[src/hdl/pci_port_pkg.sv]
// Shared constants for the PCI host-side port and its far end.
package pci_port_pkg;
   localparam int AD_W       = 32;
   localparam int CBE_W      = 4;
   localparam int NUM_REQ    = 5;
   localparam logic [3:0] CMD_MEM_READ  = 4'h6;
   localparam logic [3:0] CMD_MEM_WRITE = 4'h7;
   localparam logic [31:0] DRAM_BASE    = 32'h0000_0000;
   localparam logic [31:0] DRAM_LIMIT   = 32'h0fff_ffff;
   localparam logic [3:0] DRAIN_CYCLES  = 4'h4;
   localparam logic [3:0] CLKRUN_HOLD   = 4'h8;
   localparam logic [2:0] ABORT_WAIT    = 3'h4;

   function automatic logic even_par(input logic [31:0] ad,
                                     input logic [3:0] cbe);
      return ^{ad, cbe};
   endfunction
endpackage

[src/hdl/pci_link_if.sv]
// PCI link signals between the host-side port and its far-end agent.
`timescale 1ns/1ps
interface pci_link_if;
   logic [31:0] ad_host, ad_far;
   logic        ad_host_oe, ad_far_oe;
   logic [3:0]  cbe_far;
   logic        cbe_far_oe;
   logic        frame_n, irdy_n, far_oe;
   logic        devsel_n, trdy_n, stop_n, tgt_oe;
   logic        lock_n;
   logic        par_host, par_host_oe, par_far, par_far_oe;
   logic [4:0]  req_n;
   logic [4:0]  master_grant_n;
   logic        bridge_hold_req_n;
   logic        bridge_hold_ack_n;
   logic        serr_n, serr_oe;
   logic        clkrun_host_oe, clkrun_far_oe;
   logic        clkrun_n;

   wire [31:0] ad = ad_host_oe ? ad_host : ad_far;
   wire        par = par_host_oe ? par_host : par_far;
   assign clkrun_n = ~(clkrun_host_oe | clkrun_far_oe);

   modport host (input ad_far, cbe_far, frame_n, irdy_n, lock_n, par_far,
      req_n, bridge_hold_req_n, clkrun_n, output ad_host, ad_host_oe,
      devsel_n, trdy_n, stop_n, tgt_oe, par_host, par_host_oe,
      master_grant_n, bridge_hold_ack_n, serr_n, serr_oe, clkrun_host_oe);
   modport far (input ad_host, devsel_n, trdy_n, stop_n, tgt_oe, par_host,
      master_grant_n, bridge_hold_ack_n, serr_n, clkrun_n,
      output ad_far, ad_far_oe, cbe_far, cbe_far_oe, frame_n, irdy_n,
      far_oe, lock_n, par_far, par_far_oe, req_n, bridge_hold_req_n,
      clkrun_far_oe);
endinterface

[src/hdl/pci_host_side_port.sv]
// Host-side PCI port: DRAM target, five-way arbiter and hold handshake.
//
// Operation
// [RL1] Address with frame, data in later clocks.
// [RL2] Command with frame, then byte enables.
// [RL3] Frame marks address; release means last.
// [RL4] Claim DRAM cycles with medium devsel timing.
// [RL5] Ready only when data can move.
// [RL6] Target stop ends the master's transaction.
// [RL7] Lock only for processor cycles.
// [RL8] Five requests in, five grants out.
// [RL9] Drain buffers, own host bus, then acknowledge.
// [RL10] Hold handshake supports passive release.
// [RL11] One parity bit over address and command.
// [RL12] Assert system error on detected error.
// [RL13] Open-drain clock-run requests running clock.
// [RL14] Release clock-run after reset deasserts.
// [RL15] Reset is asynchronous; outputs go high impedance. The grants and the hold acknowledge are driven high instead.
// [RL16] Everything runs on the PCI clock.
// [RL17] One grant or hold acknowledge at once.
`timescale 1ns/1ps
module pci_host_side_port
   import pci_port_pkg::*;
#(
   parameter int MEM_WORDS = 16
)(
   input  wire logic        mclk,
   input  wire logic        rst_b,
   input  wire logic        ce,
   input  wire logic        wbuf_pending,
   input  wire logic        post_pending,
   input  wire logic        host_bus_free,
   input  wire logic        cpu_lock,
   input  wire logic        clk_keep,
   output logic             serr_event,
   output logic             locked_reject,
   pci_link_if.host         link
);
   localparam int IDX_W = $clog2(MEM_WORDS);
   if (MEM_WORDS < 2 || MEM_WORDS > 1024 ||
       (MEM_WORDS & (MEM_WORDS - 1)) != 0) begin : g_bad_words
      $error("MEM_WORDS must be a power of two from 2 to 1024");
   end

   typedef enum logic [2:0] {T_IDLE, T_DECODE, T_CLAIM, T_DATA, T_TURN}
      tgt_e;
   typedef enum logic [1:0] {H_IDLE, H_DRAIN, H_ACK} hold_e;

   logic [31:0] mem [MEM_WORDS];
   tgt_e        tstate_reg;
   hold_e       hstate_reg;
   logic [31:0] addr_reg, ad_out_reg;
   logic        wr_reg, devsel_reg, trdy_reg, stop_reg, toe_reg;
   logic        adoe_reg, par_reg, paroe_reg, perr_chk_reg;
   logic [31:0] par_ad_reg;
   logic [3:0]  par_cbe_reg, drain_reg, clkrun_cnt_reg;
   logic [4:0]  grant_reg;
   logic        ack_reg, serr_reg, serr_oe_reg, clkrun_reg, rst_seen_reg;

   wire bus_idle  = link.frame_n & link.irdy_n;
   wire hit_dram  = link.ad_far >= DRAM_BASE && link.ad_far <= DRAM_LIMIT;
   wire is_mem    = link.cbe_far == CMD_MEM_READ ||
                    link.cbe_far == CMD_MEM_WRITE;
   wire pci_lock  = ~link.lock_n & ~cpu_lock;
   wire [IDX_W-1:0] idx = addr_reg[IDX_W+1:2];
   wire [4:0] req = ~link.req_n;
   wire hold_req  = ~link.bridge_hold_req_n;
   wire mem_we    = tstate_reg == T_DATA && !link.irdy_n && wr_reg;
   wire drained   = ~wbuf_pending & ~post_pending & host_bus_free
                    & (drain_reg == '0);

   function automatic logic [4:0] pick(input logic [4:0] r);
      logic [4:0] g;
      g = '0;
      for (int i = NUM_REQ - 1; i >= 0; i--) begin
         if (r[i]) g = 5'h01 << i;
      end
      return g;
   endfunction

   assign link.ad_host        = ad_out_reg;
   assign link.ad_host_oe     = adoe_reg;
   assign link.devsel_n       = ~devsel_reg;
   assign link.trdy_n         = ~trdy_reg;
   assign link.stop_n         = ~stop_reg;
   assign link.tgt_oe         = toe_reg;
   assign link.par_host       = par_reg;
   assign link.par_host_oe    = paroe_reg;
   assign link.master_grant_n = ~grant_reg;
   assign link.bridge_hold_ack_n = ~ack_reg;
   assign link.serr_n         = ~serr_reg;
   assign link.serr_oe        = serr_oe_reg;
   assign link.clkrun_host_oe = clkrun_reg;

   // Target: decode in the address clock, claim two clocks later (medium).
   always_ff @(posedge mclk or negedge rst_b) begin                // RL16
      if (!rst_b) begin                                            // RL15
         tstate_reg <= T_IDLE;
         {addr_reg, ad_out_reg} <= '0;
         {wr_reg, devsel_reg, trdy_reg, stop_reg, toe_reg} <= '0;
         {adoe_reg, locked_reject} <= '0;
      end else if (ce) begin
         locked_reject <= 1'b0;
         unique case (tstate_reg)
            T_IDLE: if (!link.frame_n) begin                       // RL3
               addr_reg <= link.ad_far;                            // RL1
               wr_reg <= link.cbe_far == CMD_MEM_WRITE;            // RL2
               locked_reject <= pci_lock;                          // RL7
               tstate_reg <= (hit_dram && is_mem && !pci_lock)
                             ? T_DECODE : T_TURN;
            end
            T_DECODE: begin
               devsel_reg <= 1'b1;                                 // RL4
               toe_reg <= 1'b1;
               tstate_reg <= T_CLAIM;
            end
            T_CLAIM: begin
               trdy_reg <= 1'b1;                                   // RL5
               stop_reg <= 1'b1;                                   // RL6
               adoe_reg <= ~wr_reg;
               ad_out_reg <= mem[idx];
               tstate_reg <= T_DATA;
            end
            T_DATA: if (!link.irdy_n) begin                        // RL5
               {devsel_reg, trdy_reg, stop_reg, adoe_reg} <= '0;
               tstate_reg <= T_TURN;
            end
            T_TURN: begin
               toe_reg <= 1'b0;
               if (link.frame_n) tstate_reg <= T_IDLE;
            end
            default: tstate_reg <= T_IDLE;
         endcase
      end
   end

   // The model memory keeps its contents across reset, as DRAM would.
   always_ff @(posedge mclk) begin
      if (ce && mem_we) begin
         for (int b = 0; b < CBE_W; b++) begin
            if (!link.cbe_far[b])
               mem[idx][8*b +: 8] <= link.ad_far[8*b +: 8];
         end
      end
   end

   // Parity follows the driven data by one clock; incoming parity is checked for the address phase only.
   always_ff @(posedge mclk or negedge rst_b) begin
      if (!rst_b) begin
         {par_reg, paroe_reg, perr_chk_reg} <= '0;
         {par_ad_reg, par_cbe_reg} <= '0;
         {serr_reg, serr_oe_reg, serr_event} <= '0;
      end else if (ce) begin
         par_reg <= even_par(ad_out_reg, link.cbe_far);            // RL11
         paroe_reg <= adoe_reg;
         par_ad_reg <= link.ad_far;
         par_cbe_reg <= link.cbe_far;
         perr_chk_reg <= ~link.frame_n & tstate_reg == T_IDLE;
         serr_event <= perr_chk_reg &&
                       even_par(par_ad_reg, par_cbe_reg) != link.par_far;
         serr_reg <= serr_event;                                   // RL12
         serr_oe_reg <= serr_event;
      end
   end

   // Arbiter and hold handshake share one grant vector.
   always_ff @(posedge mclk or negedge rst_b) begin
      if (!rst_b) begin
         hstate_reg <= H_IDLE;
         {grant_reg, ack_reg} <= '0;
         drain_reg <= '0;
      end else if (ce) begin
         unique case (hstate_reg)
            H_IDLE: begin
               if (hold_req && bus_idle) begin                     // RL17
                  grant_reg <= '0;
                  drain_reg <= DRAIN_CYCLES;
                  hstate_reg <= H_DRAIN;
               end else if (bus_idle && (grant_reg & req) == '0) begin
                  grant_reg <= pick(req);                          // RL8
               end
            end
            H_DRAIN: begin
               if (drain_reg != '0) drain_reg <= drain_reg - 4'h1;
               if (!hold_req) hstate_reg <= H_IDLE;
               else if (drained) begin                             // RL9
                  ack_reg <= 1'b1;
                  hstate_reg <= H_ACK;
               end
            end
            H_ACK: if (!hold_req) begin                            // RL10
               ack_reg <= 1'b0;
               hstate_reg <= H_IDLE;
            end
            default: hstate_reg <= H_IDLE;
         endcase
      end
   end

   // Clock-run: asserted while busy or asked; released after reset.
   always_ff @(posedge mclk or negedge rst_b) begin
      if (!rst_b) begin
         {clkrun_reg, rst_seen_reg} <= '0;                         // RL14
         clkrun_cnt_reg <= '0;
      end else if (ce) begin
         rst_seen_reg <= 1'b1;
         if (clk_keep || tstate_reg != T_IDLE || hold_req)
            clkrun_cnt_reg <= CLKRUN_HOLD;
         else if (clkrun_cnt_reg != '0)
            clkrun_cnt_reg <= clkrun_cnt_reg - 4'h1;
         clkrun_reg <= rst_seen_reg & (clkrun_cnt_reg != '0);      // RL13
      end
   end
endmodule

[src/flat_wrapper.sv]
// flat-port wrapper written by rule: the top's interface ports become plain ports
module pci_host_side_port_flat import pci_port_pkg::*;
#(
   parameter int MEM_WORDS = 16
)
  (mclk, rst_b, ce, wbuf_pending, post_pending, host_bus_free, cpu_lock, clk_keep, serr_event, locked_reject, link_ad_far, link_cbe_far, link_frame_n, link_irdy_n, link_lock_n, link_par_far, link_req_n, link_bridge_hold_req_n, link_ad_host, link_ad_host_oe, link_devsel_n, link_trdy_n, link_stop_n, link_tgt_oe, link_par_host, link_par_host_oe, link_master_grant_n, link_bridge_hold_ack_n, link_serr_n, link_serr_oe, link_clkrun_host_oe);
  pci_link_if link_i ();
  input  wire logic mclk;
  input  wire logic rst_b;
  input  wire logic ce;
  input  wire logic wbuf_pending;
  input  wire logic post_pending;
  input  wire logic host_bus_free;
  input  wire logic cpu_lock;
  input  wire logic clk_keep;
  output logic serr_event;
  output logic locked_reject;
  input wire logic [$bits(link_i.ad_far)-1:0] link_ad_far;
  input wire logic [$bits(link_i.cbe_far)-1:0] link_cbe_far;
  input wire logic [$bits(link_i.frame_n)-1:0] link_frame_n;
  input wire logic [$bits(link_i.irdy_n)-1:0] link_irdy_n;
  input wire logic [$bits(link_i.lock_n)-1:0] link_lock_n;
  input wire logic [$bits(link_i.par_far)-1:0] link_par_far;
  input wire logic [$bits(link_i.req_n)-1:0] link_req_n;
  input wire logic [$bits(link_i.bridge_hold_req_n)-1:0] link_bridge_hold_req_n;
  output wire logic [$bits(link_i.ad_host)-1:0] link_ad_host;
  output wire logic [$bits(link_i.ad_host_oe)-1:0] link_ad_host_oe;
  output wire logic [$bits(link_i.devsel_n)-1:0] link_devsel_n;
  output wire logic [$bits(link_i.trdy_n)-1:0] link_trdy_n;
  output wire logic [$bits(link_i.stop_n)-1:0] link_stop_n;
  output wire logic [$bits(link_i.tgt_oe)-1:0] link_tgt_oe;
  output wire logic [$bits(link_i.par_host)-1:0] link_par_host;
  output wire logic [$bits(link_i.par_host_oe)-1:0] link_par_host_oe;
  output wire logic [$bits(link_i.master_grant_n)-1:0] link_master_grant_n;
  output wire logic [$bits(link_i.bridge_hold_ack_n)-1:0] link_bridge_hold_ack_n;
  output wire logic [$bits(link_i.serr_n)-1:0] link_serr_n;
  output wire logic [$bits(link_i.serr_oe)-1:0] link_serr_oe;
  output wire logic [$bits(link_i.clkrun_host_oe)-1:0] link_clkrun_host_oe;
  assign link_i.ad_far = link_ad_far;
  assign link_i.cbe_far = link_cbe_far;
  assign link_i.frame_n = link_frame_n;
  assign link_i.irdy_n = link_irdy_n;
  assign link_i.lock_n = link_lock_n;
  assign link_i.par_far = link_par_far;
  assign link_i.req_n = link_req_n;
  assign link_i.bridge_hold_req_n = link_bridge_hold_req_n;
  assign link_ad_host = link_i.ad_host;
  assign link_ad_host_oe = link_i.ad_host_oe;
  assign link_devsel_n = link_i.devsel_n;
  assign link_trdy_n = link_i.trdy_n;
  assign link_stop_n = link_i.stop_n;
  assign link_tgt_oe = link_i.tgt_oe;
  assign link_par_host = link_i.par_host;
  assign link_par_host_oe = link_i.par_host_oe;
  assign link_master_grant_n = link_i.master_grant_n;
  assign link_bridge_hold_ack_n = link_i.bridge_hold_ack_n;
  assign link_serr_n = link_i.serr_n;
  assign link_serr_oe = link_i.serr_oe;
  assign link_clkrun_host_oe = link_i.clkrun_host_oe;
  pci_host_side_port #(.MEM_WORDS(MEM_WORDS)) u_core (.mclk(mclk), .rst_b(rst_b), .ce(ce), .wbuf_pending(wbuf_pending), .post_pending(post_pending), .host_bus_free(host_bus_free), .cpu_lock(cpu_lock), .clk_keep(clk_keep), .serr_event(serr_event), .locked_reject(locked_reject), .link(link_i));
endmodule
[config.mk]
export PLATFORM = sky130hd
export DESIGN_NAME = pci_host_side_port_flat
export DESIGN_NICKNAME = d
export VERILOG_FILES = /design/src/hdl/pci_port_pkg.sv /design/src/hdl/pci_link_if.sv /design/src/hdl/pci_host_side_port.sv /design/src/flat_wrapper.sv
export SDC_FILE = /design/constraint.sdc
export NUM_CORES = 1
export LEC_CHECK = 0
export BUFFER_PORTS_ARGS = -buffer_cell sky130_fd_sc_hd__buf_2
export CAP_MARGIN = 20
export CORE_MARGIN = 2
export CORE_UTILIZATION = 55
export CTS_CLUSTER_SIZE = 30
export DETAILED_ROUTE_END_ITERATION = 10
export PLACE_DENSITY_LB_ADDON = 0.25
export SETUP_SLACK_MARGIN = 0.05
export SKIP_CTS_REPAIR_TIMING = 1
export SYNTH_ARGS = -nofsm -noshare
export SYNTH_HDL_FRONTEND = slang
export SYNTH_SLANG_ARGS = --single-unit
[constraint.sdc]
create_clock -name mclk -period 1.95 [get_ports mclk]
set_input_delay 0.585 -clock mclk [delete_from_list [all_inputs] [get_ports mclk]]
set_output_delay 0.585 -clock mclk [all_outputs]
set_load 0.005 [all_outputs]
==> summary.txt <==
Synthesis
  • Yosys warning count: 0
  • Share of synthesized registers carrying an async set or reset: 0.169
  • Synth Area in Compound Gates: 0.0481
  • Largest family of logic cells by synthesized area: multiplexers
  • Prevailing post-synth register cell: edfxtp_1
  • Mapped cell area: roughly 25,000 um2
  • Post-synth EDFFs: 512
  • Cell variety after synth: 48
  • Seq cells post-synth: about 600
  • Multiplexer share of the synthesized area: 0.136
  • Syn nets: 1,349
  • Mean Syn Cell Area: roughly 19 um2
  • Sequential share of the synthesized area: 0.733
  • Synth Area in Simple Gates: 0.0345
  • Synth Area in Adders: 0.00306
  • Synth Instances: 1,289
  • Synth Area in XOR/XNOR: 0.0268

Cells and area
  • Diodes inserted: 0
  • Layout area overhead: 23.2%
  • FF/Latch Area: between 15,000 and 20,000 um2
  • Multi-input logic area: 6770 um2
  • Fillers: 2,773
  • Total Nets Final: 1,618
  • Layout cells sized above 1: 0.414
  • Post-Route Utilization: 0.685
  • Max reg flops: roughly 510

Clock network
  • Clk sinks: just over 600
  • Clock-pin slew of the registers on the worst-case setup and hold paths: ~0.060 ns
  • TritonCTS Buffers: slightly below 60
  • CTS max path bufs: 3
  • Htree depth: 2
  • Worst skew pair latency: approximately 0.63 ns
  • CTS tree: yes
  • CTS root buffer: clkbuf_16

Setup path
  • Crit Path Max Fanout: 11
  • Worst path required time: 2.46 ns
  • CP Launch Type: register
  • Crit. End Element: register
  • Critical Path AT: between 2 and 3 ns
  • Critical path type: register to register

Pwr
  • Peak supply drop: roughly 1200 uV
  • Total power: about 0.042 W
  • Power Dens Cells: about 1400 nW/um2
  • Cell leakage power: about 10 nW

Detailed routing
  • Routed vias: approximately 13,000
  • Detailed Routing Iterations Pass 1: 5
  • DRT antenna net count: 0
  • Detailed-route wire length per cell: 25.6 um
  • Post-route DRC: 0
  • Final WL: 56,300 um
  • Iter 0 DRT Violations: 1,409
  • Vias per cell: 5.99

Global route
  • First-pass GRT wire length: between 80,000 and 90,000 um
  • Initial antenna violation count: 0
  • Pin count of the biggest net entering global routing: 61
  • Tot GR Track Use: 0.242
  • Vias in the first global route: 13,200
  • Grt ovf: 0

STA
  • Setup violators final: 135
  • Clock skew: between 0.02 and 0.03 ns
  • Slew @ Worst Pin: around 1.1 ns
  • Fmax: about 500 MHz
  • RSZ-0062 raised after global routing: true
  • Final worst-path setup slack: -0.0882 ns
  • Hold WS: 0.191 ns
  • Slew headroom: 0.235
  • Crit share post-route: 1.05
  • Min Tclk post-route: about 2.0 ns
  • Hold Fails Final Rpt: 0
  • Pins Over Slew Limit: 0

Die
  • Die Wd: roughly 220 um
  • Ports: between 100 and 150
  • Die Y: 215 um
  • Starting Density: 0.556
  • Site Rows: 77
  • Core area: around 44,000 um2
  • Die ar.: approximately 46,000 um2

Outcome
  • Run status: complete, but fails checks
  • Failing checks: setup timing

Min path
  • Type of the worst min-delay path: input pin to register

Placement
  • Gpl congestion: roughly 0.86
  • IO buf count: between 100 and 150
  • Worst slack at placement: -0.343 ns
  • DP HPWL: 36,800 um

Job
  • Max-Cap Viols: 0
## through the flow
stage	TNS [ns]	cells	instance area (um2)
2_1_floorplan	-60.20	1289	25100
3_3_place_gp	-133.55	2070	27700
3_5_place_dp	-139.93	2070	27700
4_1_cts	-37.36	2178	29600
5_1_grt	-16.83	2198	30200
6_report	-2.34	2198	30200
## cell type report
cell class,instances,share of cell area
Inverter,23,0.00286
Sequential cell,616,0.595
Clock inverter,40,0.0136
Timing Repair Buffer,278,0.0904
Clock buffer,68,0.0496
Tap cell,592,0.0245
Multi-Input combinational cell,581,0.224
## logic make-up after synthesis
kind of cell / count (synthesis)
DFF: 616
muxes: 169
and+or+nand+nor: 197
AOI/OAI and AO/OA: 137
xor gates and xnor gates: 72
adders and majority gates: 6
buffers and inverters: 92
## where the power goes
group	leakage, nW	internal, W	switching (W)
sequential	5.87	0.0149	0.000652
combinational	3.53	0.00761	0.00712
clock	0.924	0.00645	0.00484
## cell usage after synthesis, drive strengths merged, types with 3 or more instances
library cell | number | share of area
edfxtp | 512 | 0.63
mux4 | 128 | 0.12
dfrtp | 104 | 0.11
nor2 | 80 | 0.012
nand2 | 75 | 0.011
xnor2 | 61 | 0.022
o21ai | 46 | 0.0094
mux2 | 41 | 0.019
clkbuf | 35 | 0.0054
buf | 34 | 0.0094
a221oi | 32 | 0.020
a22o | 32 | 0.011
inv | 23 | 0.0035
nand3 | 10 | 0.0020
xor2 | 9 | 0.0032
nor2b | 7 | 0.0018
o31ai | 7 | 0.0021
ha | 6 | 0.0031
a21oi | 5 | 0.0010
nor3 | 5 | 0.0012
o22ai | 4 | 0.0010
nand4 | 3 | 0.00077
nor4 | 3 | 0.0010
or2 | 3 | 0.00077
## path summary, 6_finish.rpt
| check | start | to | slack (ns) | cells after the start |
|---|---|---|---|---|
| setup / recovery | u_core.addr_reg[2]$_DFFE_PN0P_ | u_core.link.ad_host[22]$_DFFE_PN0P_ | -0.09 | 6 |
| hold / removal | link_req_n[4] | u_core.grant_reg[4]$_DFFE_PN0P_ | 0.19 | 2 |
| setup reg to reg | u_core.addr_reg[2]$_DFFE_PN0P_ | u_core.link.ad_host[22]$_DFFE_PN0P_ | -0.09 | 6 |
| hold reg to reg | u_core.hstate_reg[1]$_DFFE_PN0P_ | u_core.hstate_reg[0]$_DFFE_PN0P_ | 0.45 | 1 |
| max in group asynchronous | rst_b | u_core.addr_reg[3]$_DFFE_PN0P_ | 1.06 | 3 |
| min in group asynchronous | rst_b | u_core.link.ad_host[10]$_DFFE_PN0P_ | 0.32 | 2 |
## per-layer routing
layer,routed length [um],part of all wire,vias up,global-route usage
met5,0,0,-,0
met4,1180,0.021,0,0.0706
met3,4150,0.074,75,0.0355
met2,26900,0.48,620,0.373
met1,24100,0.43,6791,0.365
li1,-,-,5675,-
## worst max-delay path: stages, from the launching register on
cell and delay [ns]:
dfrtp_4 0.43, buf_12 0.18, buf_16 0.17, mux4_2 0.53
a22o_1 0.30, a221oi_2 0.22, o21ai_1 0.08
## layout by cell type, fill, tap and decap left out, drive strengths merged, types with 2 or more instances in the layout
master    instances
o31ai             7
o21ai            46
xor2              9
bufinv            7
nand3            10
o211ai            2
clkbuf           77
nor2             80
or2               3
nor2b             7
xnor3             2
inv              25
and2              2
buf             268
xnor2            61
clkinvlp          6
mux2             41
ha                6
edfxtp          512
a22o             32
mux4            128
nor4              3
nand2b            2
nor3b             2
nand4             3
a21oi             5
nand2            75
a31oi             2
a221oi           32
dfrtp           104
nor3              5
clkinv           25
o22ai             4
(Power assumes the default switching activity.)
